[src/hdl/sdp_regs.svh]
// constants of the single-pin debug port
`ifndef SDP_REGS_SVH
`define SDP_REGS_SVH
`define SDP_ADDR_STATUS    8'h00
`define SDP_ADDR_CTRL      8'h01
`define SDP_ADDR_TXDATA    8'h02
`define SDP_ADDR_RXDATA    8'h03
`define SDP_ADDR_LINK      8'h04
`define SDP_ADDR_BAUD      8'h05
`define SDP_STAT_DEBUG_BIT 7
`define SDP_STAT_HALT_BIT  6
`define SDP_STAT_HONOR_BIT 5
`define SDP_STATUS_RST     8'h00
`define SDP_CTRL_RST       8'h00
`define SDP_BAUD_RST       16'h0015
`define SDP_FIFO_DEPTH     16
`define SDP_DATA_W         8
`endif

[src/hdl/sdp_pkg.sv]
// types of the single-pin debug port
`default_nettype none
package sdp_pkg;
  typedef enum logic [1:0] {SDP_IDLE, SDP_START, SDP_DATA, SDP_STOP} sdp_bit_e;
  typedef logic [7:0] sdp_byte_t;
endpackage : sdp_pkg
`default_nettype wire

[src/hdl/sdp_fifo.sv]
// parameterised valid/ready fifo
`timescale 1ns/1ps
`default_nettype none
module sdp_fifo #(
  parameter int W = 8,
  parameter int D = 16
) (
  input  wire logic         ref_clk_i, // clock
  input  wire logic         rst_i,     // async reset
  input  wire logic [W-1:0] in_data_i, // write data
  input  wire logic         in_valid_i,// write request
  output logic              in_ready_o,// not full
  output logic [W-1:0]      out_data_o,// head word
  output logic              out_valid_o,// not empty
  input  wire logic         out_ready_i // pop
);
  localparam int AW = $clog2(D);
  logic [W-1:0] mem [D];
  logic [AW:0]  wr_q;
  logic [AW:0]  rd_q;
  logic         push;
  logic         pop;

  assign in_ready_o  = (wr_q - rd_q) != (AW+1)'(D);
  assign out_valid_o = wr_q != rd_q;
  assign out_data_o  = mem[rd_q[AW-1:0]];
  assign push = in_valid_i & in_ready_o;
  assign pop  = out_ready_i & out_valid_o;

  always_ff @(posedge ref_clk_i) begin
    if (push) begin
      mem[wr_q[AW-1:0]] <= in_data_i;
    end
  end

  always_ff @(posedge ref_clk_i or posedge rst_i) begin
    if (rst_i) begin
      wr_q <= '0;
      rd_q <= '0;
    end else begin
      if (push) wr_q <= wr_q + 1'b1;
      if (pop)  rd_q <= rd_q + 1'b1;
    end
  end

  a_fifo_no_over: assert property (@(posedge ref_clk_i) disable iff (rst_i)
    (wr_q - rd_q) <= (AW+1)'(D))
    else $error("fifo holds more words than its depth");
endmodule : sdp_fifo
`default_nettype wire

[src/hdl/sdp_sync.sv]
// two-flop synchroniser, idles high
`timescale 1ns/1ps
`default_nettype none
module sdp_sync (
  input  wire logic ref_clk_i, // clock
  input  wire logic rst_i,     // async reset
  input  wire logic d_i,       // async level
  output logic      q_o        // synchronised level
);
  logic meta_q;
  logic sync_q;
  always_ff @(posedge ref_clk_i or posedge rst_i) begin
    if (rst_i) begin
      meta_q <= 1'b1;
      sync_q <= 1'b1;
    end else begin
      meta_q <= d_i;
      sync_q <= meta_q;
    end
  end
  assign q_o = sync_q;
endmodule : sdp_sync
`default_nettype wire

[src/hdl/sdp_port.sv]
// single-pin open-drain debug serial port with status register
// How it works
// RULE_01: one serial pin carries all debugger traffic
// RULE_02: pin only pulled low or released
// RULE_03: never transmit while receiving, half duplex
// RULE_04: characters framed as standard async serial
// RULE_05: status bit7 debug mode, bit6 halted
// RULE_06: status bit5 shows read-protect honoured or not
// RULE_07: bits 4..0 zero, read-only, reset zero
// RULE_08: honoured protect blocks code access, limits control
// RULE_09: start low, eight data lsb first, stop high
//
// Chosen here: the placing of the registers and the plain strobed port.
`timescale 1ns/1ps
`default_nettype none
`include "sdp_regs.svh"
module sdp_port import sdp_pkg::*; (
  input  wire logic       ref_clk_i,      // 40 MHz clock
  input  wire logic       rst_i,          // async reset, high
  input  wire logic [7:0] addr_i,         // register address
  input  wire logic [7:0] wdata_i,        // write data
  input  wire logic       wr_i,           // write strobe
  input  wire logic       rd_i,           // read strobe
  output logic      [7:0] rdata_o,        // read data, next cycle
  input  wire logic       debug_mode_i,   // core in debug mode
  input  wire logic       halted_i,       // core halted
  input  wire logic       flash_read_protect_option_i, // option bit
  input  wire logic       read_protect_honor_select_i, // 1: no effect
  output logic            code_access_ok_o,  // code reads allowed
  output logic            full_control_ok_o, // all commands allowed
  input  wire logic       debug_serial_pin_i,    // pin level
  output logic            debug_serial_pin_o,    // always 0
  output logic            debug_serial_pin_oe_o, // low = pull low
  output logic            rx_valid_o,     // rx fifo not empty
  output logic            tx_ready_o      // tx fifo not full
);
  logic [15:0] baud_q;
  logic        status_debug_q;
  logic        status_halt_q;
  logic        status_honor_q;
  logic        rx_overrun_q;
  logic        pin_s;

  // status flops sample the core one cycle late
  always_ff @(posedge ref_clk_i or posedge rst_i) begin
    if (rst_i) begin
      status_debug_q <= 1'b0; // RULE_07
      status_halt_q  <= 1'b0;
      status_honor_q <= 1'b0;
    end else begin
      status_debug_q <= debug_mode_i;    // RULE_05
      status_halt_q  <= halted_i;        // RULE_05
      status_honor_q <= read_protect_honor_select_i; // RULE_06
    end
  end

  // protect effective only when honoured and option programmed low
  always_comb begin
    code_access_ok_o = status_honor_q | flash_read_protect_option_i; // RULE_08
    full_control_ok_o = code_access_ok_o; // RULE_08
  end

  // pin input
  sdp_sync u_sync (
    .ref_clk_i (ref_clk_i),
    .rst_i     (rst_i),
    .d_i       (debug_serial_pin_i), // RULE_01
    .q_o       (pin_s)
  );

  // fifos
  logic [7:0] txf_data;
  logic       txf_valid;
  logic       txf_pop;
  logic       tx_push;
  logic [7:0] rx_byte_q;
  logic       rx_push_q;
  logic       rxf_ready;
  logic [7:0] rxf_data;
  logic       rxf_pop;

  assign tx_push = wr_i & (addr_i == `SDP_ADDR_TXDATA);
  assign rxf_pop = rd_i & (addr_i == `SDP_ADDR_RXDATA) & rx_valid_o;

  sdp_fifo #(.W(`SDP_DATA_W), .D(`SDP_FIFO_DEPTH)) u_txf (
    .ref_clk_i   (ref_clk_i),
    .rst_i       (rst_i),
    .in_data_i   (wdata_i),
    .in_valid_i  (tx_push),
    .in_ready_o  (tx_ready_o),
    .out_data_o  (txf_data),
    .out_valid_o (txf_valid),
    .out_ready_i (txf_pop)
  );

  sdp_fifo #(.W(`SDP_DATA_W), .D(`SDP_FIFO_DEPTH)) u_rxf (
    .ref_clk_i   (ref_clk_i),
    .rst_i       (rst_i),
    .in_data_i   (rx_byte_q),
    .in_valid_i  (rx_push_q),
    .in_ready_o  (rxf_ready),
    .out_data_o  (rxf_data),
    .out_valid_o (rx_valid_o),
    .out_ready_i (rxf_pop)
  );

  // receiver
  sdp_bit_e    rx_st_q;
  logic [15:0] rx_cnt_q;
  logic [2:0]  rx_bit_q;
  logic [7:0]  rx_sh_q;
  sdp_bit_e    tx_st_q;
  logic        rx_busy;
  logic        tx_busy;

  assign rx_busy = rx_st_q != SDP_IDLE;
  assign tx_busy = tx_st_q != SDP_IDLE;

  always_ff @(posedge ref_clk_i or posedge rst_i) begin
    if (rst_i) begin
      rx_st_q   <= SDP_IDLE;
      rx_cnt_q  <= '0;
      rx_bit_q  <= '0;
      rx_sh_q   <= '0;
      rx_byte_q <= '0;
      rx_push_q <= 1'b0;
    end else begin
      rx_push_q <= 1'b0;
      unique case (rx_st_q)
        SDP_IDLE: begin
          // own transmission echoes on the line; ignore it
          if (!pin_s && !tx_busy) begin // RULE_03
            rx_st_q  <= SDP_START;
            rx_cnt_q <= {1'b0, baud_q[15:1]};
          end
        end
        SDP_START: begin
          if (rx_cnt_q != 16'h0000) begin
            rx_cnt_q <= rx_cnt_q - 16'h0001;
          end else if (pin_s) begin
            rx_st_q <= SDP_IDLE; // glitch, not a start bit
          end else begin
            rx_st_q  <= SDP_DATA; // RULE_09
            rx_cnt_q <= baud_q;
            rx_bit_q <= '0;
          end
        end
        SDP_DATA: begin
          if (rx_cnt_q != 16'h0000) begin
            rx_cnt_q <= rx_cnt_q - 16'h0001;
          end else begin
            rx_sh_q  <= {pin_s, rx_sh_q[7:1]}; // RULE_09
            rx_cnt_q <= baud_q;
            rx_bit_q <= rx_bit_q + 3'd1;
            if (rx_bit_q == 3'd7) rx_st_q <= SDP_STOP;
          end
        end
        SDP_STOP: begin
          if (rx_cnt_q != 16'h0000) begin
            rx_cnt_q <= rx_cnt_q - 16'h0001;
          end else begin
            rx_st_q <= SDP_IDLE;
            // framing error drops the character
            if (pin_s) begin // RULE_04
              rx_byte_q <= rx_sh_q;
              rx_push_q <= 1'b1;
            end
          end
        end
      endcase
    end
  end

  // transmitter
  logic [15:0] tx_cnt_q;
  logic [2:0]  tx_bit_q;
  logic [7:0]  tx_sh_q;
  logic        tx_line_q;

  // a low line means the host has begun; both starting at once would clash
  assign txf_pop = (tx_st_q == SDP_IDLE) & txf_valid & !rx_busy &
                   pin_s; // RULE_03

  always_ff @(posedge ref_clk_i or posedge rst_i) begin
    if (rst_i) begin
      tx_st_q   <= SDP_IDLE;
      tx_cnt_q  <= '0;
      tx_bit_q  <= '0;
      tx_sh_q   <= '0;
      tx_line_q <= 1'b1;
    end else begin
      unique case (tx_st_q)
        SDP_IDLE: begin
          tx_line_q <= 1'b1;
          if (txf_pop) begin
            tx_st_q   <= SDP_START;
            tx_sh_q   <= txf_data;
            tx_cnt_q  <= baud_q;
            tx_line_q <= 1'b0; // RULE_09
          end
        end
        SDP_START: begin
          if (tx_cnt_q != 16'h0000) begin
            tx_cnt_q <= tx_cnt_q - 16'h0001;
          end else begin
            tx_st_q   <= SDP_DATA;
            tx_line_q <= tx_sh_q[0]; // RULE_09
            tx_sh_q   <= {1'b0, tx_sh_q[7:1]};
            tx_bit_q  <= '0;
            tx_cnt_q  <= baud_q;
          end
        end
        SDP_DATA: begin
          if (tx_cnt_q != 16'h0000) begin
            tx_cnt_q <= tx_cnt_q - 16'h0001;
          end else begin
            tx_cnt_q <= baud_q;
            tx_bit_q <= tx_bit_q + 3'd1;
            if (tx_bit_q == 3'd7) begin
              tx_st_q   <= SDP_STOP;
              tx_line_q <= 1'b1; // RULE_04
            end else begin
              tx_line_q <= tx_sh_q[0];
              tx_sh_q   <= {1'b0, tx_sh_q[7:1]};
            end
          end
        end
        SDP_STOP: begin
          if (tx_cnt_q != 16'h0000) begin
            tx_cnt_q <= tx_cnt_q - 16'h0001;
          end else begin
            tx_st_q <= SDP_IDLE;
          end
        end
      endcase
    end
  end

  // open drain: data pin fixed low, enable low pulls the line
  assign debug_serial_pin_o    = 1'b0; // RULE_02
  assign debug_serial_pin_oe_o = tx_line_q; // RULE_02

  // registers
  always_ff @(posedge ref_clk_i or posedge rst_i) begin
    if (rst_i) begin
      baud_q <= `SDP_BAUD_RST;
    end else if (wr_i && addr_i == `SDP_ADDR_BAUD) begin
      baud_q <= {8'h00, wdata_i};
    end
  end

  always_ff @(posedge ref_clk_i or posedge rst_i) begin
    if (rst_i) begin
      rx_overrun_q <= 1'b0;
    end else if (rx_push_q && !rxf_ready) begin
      rx_overrun_q <= 1'b1; // set wins over clear
    end else if (wr_i && addr_i == `SDP_ADDR_LINK && wdata_i[0]) begin
      rx_overrun_q <= 1'b0;
    end
  end

  always_ff @(posedge ref_clk_i or posedge rst_i) begin
    if (rst_i) begin
      rdata_o <= 8'h00;
    end else if (rd_i) begin
      unique case (addr_i)
        `SDP_ADDR_STATUS: rdata_o <= {status_debug_q, status_halt_q,
                                      status_honor_q, 5'h00}; // RULE_07
        `SDP_ADDR_RXDATA: rdata_o <= rxf_data;
        `SDP_ADDR_LINK:   rdata_o <= {3'h0, rx_overrun_q, rx_busy, tx_busy,
                                      rx_valid_o, tx_ready_o};
        `SDP_ADDR_BAUD:   rdata_o <= baud_q[7:0];
        default:          rdata_o <= 8'h00;
      endcase
    end else begin
      rdata_o <= 8'h00;
    end
  end

  a_half_duplex: assert property ( // RULE_03
    @(posedge ref_clk_i) disable iff (rst_i)
    !(tx_busy && rx_busy))
    else $error("transmit and receive active together");
  a_line_idle_hi: assert property ( // RULE_09
    @(posedge ref_clk_i) disable iff (rst_i)
    (tx_st_q == SDP_STOP) |-> debug_serial_pin_oe_o)
    else $error("stop bit not released high");
  a_start_low: assert property ( // RULE_09
    @(posedge ref_clk_i) disable iff (rst_i)
    txf_pop |=> !debug_serial_pin_oe_o [*2])
    else $error("start bit not driven low");
  a_pin_od: assert property ( // RULE_02
    @(posedge ref_clk_i) disable iff (rst_i)
    !debug_serial_pin_oe_o |-> (tx_busy && !debug_serial_pin_o))
    else $error("debug pin pulled outside a transmission");
  a_status_read: assert property ( // RULE_07
    @(posedge ref_clk_i) disable iff (rst_i)
    (rd_i && addr_i == `SDP_ADDR_STATUS) |=>
      (rdata_o[4:0] == 5'h00 &&
       rdata_o[7] == $past(status_debug_q)))
    else $error("status read wrong");
  a_status_track: assert property ( // RULE_05
    @(posedge ref_clk_i) disable iff (rst_i)
    ##1 (status_halt_q == $past(halted_i)))
    else $error("halt bit does not follow core");
  a_honor_bit: assert property ( // RULE_06
    @(posedge ref_clk_i) disable iff (rst_i)
    ##1 (status_honor_q == $past(read_protect_honor_select_i)))
    else $error("honour bit wrong");
  a_protect_block: assert property ( // RULE_08
    @(posedge ref_clk_i) disable iff (rst_i)
    (!status_honor_q && !flash_read_protect_option_i) |->
      (!code_access_ok_o && !full_control_ok_o))
    else $error("protected code accessible");
  a_rx_frame: assert property ( // RULE_04
    @(posedge ref_clk_i) disable iff (rst_i)
    rx_push_q |-> $past(pin_s))
    else $error("character accepted without stop bit");
  a_one_pin: assert property ( // RULE_01
    @(posedge ref_clk_i) disable iff (rst_i)
    (rx_st_q == SDP_IDLE && $past(rx_st_q) == SDP_IDLE && !tx_busy &&
     !pin_s) |=> (rx_st_q == SDP_START))
    else $error("start edge on pin missed");
endmodule : sdp_port
`default_nettype wire

[config.mk]
export PLATFORM = sky130hd
export DESIGN_NAME = sdp_port
export DESIGN_NICKNAME = d
export VERILOG_FILES = /design/src/hdl/sdp_pkg.sv /design/src/hdl/sdp_fifo.sv /design/src/hdl/sdp_sync.sv /design/src/hdl/sdp_port.sv
export VERILOG_INCLUDE_DIRS = /design/src /design/src/hdl
export SDC_FILE = /design/constraint.sdc
export NUM_CORES = 1
export LEC_CHECK = 0
export ABC_AREA = 1
export BUFFER_PORTS_ARGS = -buffer_cell sky130_fd_sc_hd__buf_2
export CAP_MARGIN = 20
export CORE_MARGIN = 4
export CORE_UTILIZATION = 55
export CTS_BUF_LIST = sky130_fd_sc_hd__clkbuf_4
export CTS_CLUSTER_SIZE = 8
export DETAILED_ROUTE_END_ITERATION = 8
export PLACE_DENSITY = 0.73
export SYNTH_ARGS = -nofsm -noshare
export SYNTH_HDL_FRONTEND = slang
export SYNTH_SLANG_ARGS = --single-unit
[constraint.sdc]
create_clock -name ref_clk_i -period 3.8 [get_ports ref_clk_i]
set_input_delay 0.38 -clock ref_clk_i [delete_from_list [all_inputs] [get_ports ref_clk_i]]
set_output_delay 0.38 -clock ref_clk_i [all_outputs]
set_load 0.02 [all_outputs]
# == After elaboration in Yosys (flattened, before gate mapping) ==
# Memory sizes are Yosys's and may differ from the RTL's.
# Cells that the tools add are included.
# totals
reg_bits,110
ram_bits,256
inputBits,25
out_inout_bits,14
wordCells,160
memories,2
# mem_list
memory,words,word_bits,read_ports,rd_clocked_by_memory_dff,wr,line,source
u_rxf.mem,16,8,1,0,1,sdp_fifo.sv:18,logic [W-1:0] mem [D];
u_txf.mem,16,8,1,0,1,sdp_fifo.sv:18,
# classes
add_sub_neg,10
eq_ne,31
muxes,51
n_bitwise,12
reduce_logical,31
# op_table
op,n
two-way mux 16 bit,8
case mux 16 bit (4 select lines),1
case mux 16 bit (3 select lines),1
two-way mux 8 bit,5
case mux 8 bit (4 select lines),1
nonzero test 16 bit,2
"subtractor 16 x 1 -> 16 bit, second input constant",2
"!= test 2 bit, second input constant",13
case mux 8 bit (3 select lines),1
two-way mux 2 bit,11
"adder 5 x 1 -> 5 bit, second input constant",4
"== test 8 x 2 -> 1 bit, second input constant",2
"== test 8 x 3 -> 1 bit, second input constant",2
case mux 2 bit (4 select lines),2
two-way mux 3 bit,5
AND reduction 5 bit,3
two-way mux 1 bit,13
case mux 3 bit (2 select lines),2
AND reduction 3 bit,4
bitwise AND 1 bit,10
!= test 5 bit,2
"!= test 5 bit, second input constant",2
nonzero test 2 bit,5
subtractor 5 bit,2
17 further kinds,32

# == Logic depth before layout (Yosys ltp) ==
# logic_depth
depth_word,6
ltp_mapped,16

# == Cells and area by module ==
# A second synthesis with hierarchy kept.
# hier_totals
hier_cells,1663
hier_area_um2,16826.1
# by_module_without_submodules
module,n_inst,cells_per_inst,area_each_um2,seq_area_each_um2
sdp_fifo at u_rxf,1,502,5885.6,4093.9
sdp_fifo at u_txf,1,500,5878.1,4093.9
sdp_port,1,658,5006.1,2207.1
sdp_sync,1,3,56.3,52.6

# == Least setup slack after synthesis ==
# OpenSTA, ideal clock, no wires.
# synth_path
path_kind,register -> register
start,register u_rxf.rd_q[1]
end,memory u_rxf.mem[4][0] (enable)
arrival_time_ns,2.483
required_time_ns,3.417
slack_ns,0.933
stages_incl_launch_ff,15
path_buffers,3
period_less_slack_ns,2.867
path_cell_list,dfrtp_1 -> buf_2 -> clkinv_1 -> buf_2 -> ha_1 -> nand2_1 -> nand2_1 -> nand3_1 -> nand2_1 -> nand2_1 -> nand2_1 -> nand3b_1 -> nand2_1 -> buf_2 -> nor3_1
# synth_between
elab_chain_cells,5
# synth_rtl
item,line,source
from (decl),sdp_fifo.sv:20,logic [AW:0] rd_q;
from (signal assigned),sdp_fifo.sv:42,if (pop) rd_q <= rd_q + 1'b1;
subtractor 5 bit,sdp_fifo.sv:24,assign in_ready_o = (wr_q - rd_q) != (AW+1)'(D);
!= test 5 bit,sdp_fifo.sv:24,
bitwise AND 1 bit,sdp_fifo.sv:27,assign push = in_valid_i & in_ready_o;
two-way mux 1 bit,sdp_fifo.sv:31,if (push) begin
two-way mux 1 bit (not written as such),sdp_fifo.sv:32,mem[wr_q[AW-1:0]] <= in_data_i;
to (decl),sdp_fifo.sv:18,
# Every way passes these cells.

# == Final worst setup path ==
# layout_path
start,register u_txf.rd_q[2]
end,memory u_txf.mem[5][3] (enable)
# layout_between
elab_chain_cells,5
# layout_rtl
item,line
from (decl),sdp_fifo.sv:20
from (signal assigned),sdp_fifo.sv:42
subtractor 5 bit,sdp_fifo.sv:24
!= test 5 bit,sdp_fifo.sv:24
bitwise AND 1 bit,sdp_fifo.sv:27
two-way mux 1 bit,sdp_fifo.sv:31
two-way mux 1 bit (not written as such),sdp_fifo.sv:32
to (decl),sdp_fifo.sv:18
# Every way passes these cells.

==> impl_metrics.ini <==
[clock_network]
h-tree-depth = 3
cts_hold_buf = 6
cts_root_buf = clkbuf_4
clock_sinks = 366
post_cts_buffers = 0
cts_max_path_buffers = 3
cts_resized = 0
cts_tree = yes
cts_buffers = 94
worstSkewPairLatency_ns = 0.75
cts.clk_slew.worst_paths_ns = 0.07

[power]
powerDensity_nw_per_um2 = 610
power_leakage_nw = 7.76
ir_worst_vdd_mv = 0.323

[floorplanning]
die_y_um = 183
start_util_pct = 56.4
dieArea_um2 = 33700
coreArea_um2 = 30000
io_pins = 39
die_w_um = 183
std_cell_rows = 63

[logic_synthesis]
ys_ff_latch = 366
synth_compound_gate_area_share_pct = 7.92
yosys.area_share.adder_pct = 2.51
netlist_top_cells_count = 357 x nand2_1, 297 x nor2_1, 256 x edfxtp_1
yosys.cell_types.count = 46
synth-seq-area-share_pct = 61.7
synthMuxAreaShare_pct = 0.133
synthXorXnorAreaFrac_pct = 1.29
syn_avg_cell_area_um2 = 9.63
synth_edf_count = 256
synthTopCellsByArea = edfxtp_1 45%, dfrtp_1 15%, nand2_1 7.9%
yosysTopAreaCellShare_pct = 45.4
synthCells = 1758
yosysTopAreaCell = edfxtp_1
yosysMostFrequentCell = nand2_1
yosysWarnings = 0
synth_simple_gate_area_share_pct = 20.9
netlist_area_um2 = 16900
synth_nets = 1817
synth-main-ff-cell = edfxtp_1
synthArstFlopShare_pct = 30.1
synth_top_family_by_area = simple AND/OR/NAND/NOR gates

[status]
status = finished clean

[routing]
drtAntennaViolNets = 0
vias_per_cell = 5.48
route.detailed.drc = 0
wl_um = 40300
via_count = 12700
drtIter0Drc = 1230
drt-pass1-iter-count = 6
wl_per_cell_um = 17.3

[sta]
slew_headroom_pct = 32.8
setup-tns-final_ns = 0
worst_pin_slew_ns = 1.01
finClkSkew_ns = 0.0686
hold_violations = 0
clock.fmax_ghz = 0.309
whs_ns = 0.0674
setup_viol = 0
timing.final.crit_share_pct = 85.3
rsz0062_at_grt = no
min_period_ns = 3.24
slew_viol_final = 0

[setup_path]
critPathMaxFanout = 12
r2r_cells = 12
crit_type = register to register
crit_arrival_ns = 3.57
worstPathRequired_ns = 4.13
setup.worst_path.start_class = register
endpoint_kind = register

[layout]
drive_gt1_share_pct = 13.5
syn_to_final_growth_pct = 10.8
nFillCells = 2486
nets = 1920
finalInstanceArea_um2 = 18800

[placement]
gp_congestion = 0.936
io_buffers = 37
dpl.hpwl_um = 26200
place_area_um2 = 17500

[global_routing]
grt_pass1_wl_um = 64700
grtUsageTotal_pct = 24.1
grt_max_degree = 72
grt_overflow_total = 0
grt_pass1_vias = 12400
grt_antenna_before_repair = 2

[worst_hold_path]
min_path_type = input pin to register
whs_path_depth = 4

[run]
maxCapViolations = 0
==> where the power goes <==
group | leakage, nW | switching [W] | total [W] | internal [W]
clock network | 0.707 | 0.00162 | 0.00330 | 0.00168
logic | 3.44 | 0.00237 | 0.00344 | 0.00107
registers | 3.60 | 0.000206 | 0.00469 | 0.00448
==> flip-flops by register name (all words and copies together), names as in the netlist, 2 cells and up, named ones only <==
register	flops
u_rxf.rd_q	5
u_txf.mem	128
tx_bit_q	3
tx_sh_q	8
u_txf.wr_q	5
rdata_o	8
baud_q	8
rx_cnt_q	16
u_txf.rd_q	5
tx_st_q	2
u_rxf.wr_q	5
rx_bit_q	3
u_rxf.mem	128
rx_sh_q	8
rx_byte_q	8
tx_cnt_q	16
==> kinds of logic (layout without fill, tap and decap cells) <==
family,after synthesis,count (layout)
AOI/OAI and AO/OA,250,250
other,1,2
xor gates and xnor gates,25,25
and+or+nand+nor,852,852
muxes,2,2
adders and majority gates,34,34
DFF,366,366
buffers and inverters,228,406
==> metal layers <==
layer	up-vias	part of all wire, %	GRT usage [%]
met5	-	0.032	0
met4	2	2.8	8.58
met3	104	8.0	5.14
met2	527	45	36.4
met1	5984	44	34.9
li1	6126	-	-
==> path summary, 6_finish.rpt <==
path                                    to          start  slack, ns
max reg2reg                u_txf.mem[5][3]  u_txf.rd_q[2]       0.56
min reg2reg                     u_sync.q_o  u_sync.meta_q       0.36
max in group asynchronous        baud_q[0]          rst_i       2.49
min                           rx_overrun_q           wr_i       0.07
min in group asynchronous    u_rxf.rd_q[2]          rst_i       0.37
max                        u_txf.mem[5][3]  u_txf.rd_q[2]       0.56
==> layout by cell type, fill, tap and decap left out, types with 34 or more instances in the layout <==
cell type  synthesis  final
a21oi_1           39     39
ha_1              34     34
buf_2             19     37
dfrtp_1          104    102
nand2_1          357    357
clkbuf_4           0    131
nand3_1          130    130
inv_1            152    151
nor2_1           297    297
edfxtp_1         256    256
o21ai_0          174    174
==> per-stage QoR <==
stage               util (%)  instances  setup WS [ns]  power [W]
CTS                     62.5       2326          0.570     0.0115
detailed placement      58.3       2149          0.577    0.00817
floorplan                  -       1758          0.528    0.00733
finish                  62.5       2327          0.560     0.0114
global route            62.5       2327          0.218     0.0122
global placement        58.3       2149          0.712    0.00808
==> worst max-delay path, stage by stage (launching register included) <==
cell and delay (ns):
dfrtp_1 0.59, inv_2 0.19, ha_1 0.40, nand2_1 0.07, inv_1 0.07, nand2_1 0.07, nand2_1 0.06, nand2_1 0.04
nand2_1 0.07, nor2_1 0.07, nor2_2 0.35, nand2_1 0.32, nor2_1 0.58
==> final cells by class <==
class / instances / area (um2) / area share [%]
tap: 390 / 488 / 2.60
clock buffer: 131 / 983 / 5.24
antenna: 1 / 2.50 / 0.0133
multi-input combinational: 1164 / 5560 / 29.6
inverter: 165 / 623 / 3.32
timing repair buffer: 70 / 448 / 2.39
sequential: 366 / 10500 / 55.7
clock inverter: 40 / 213 / 1.13
No activity file was read; power rests on OpenSTA's default activity.
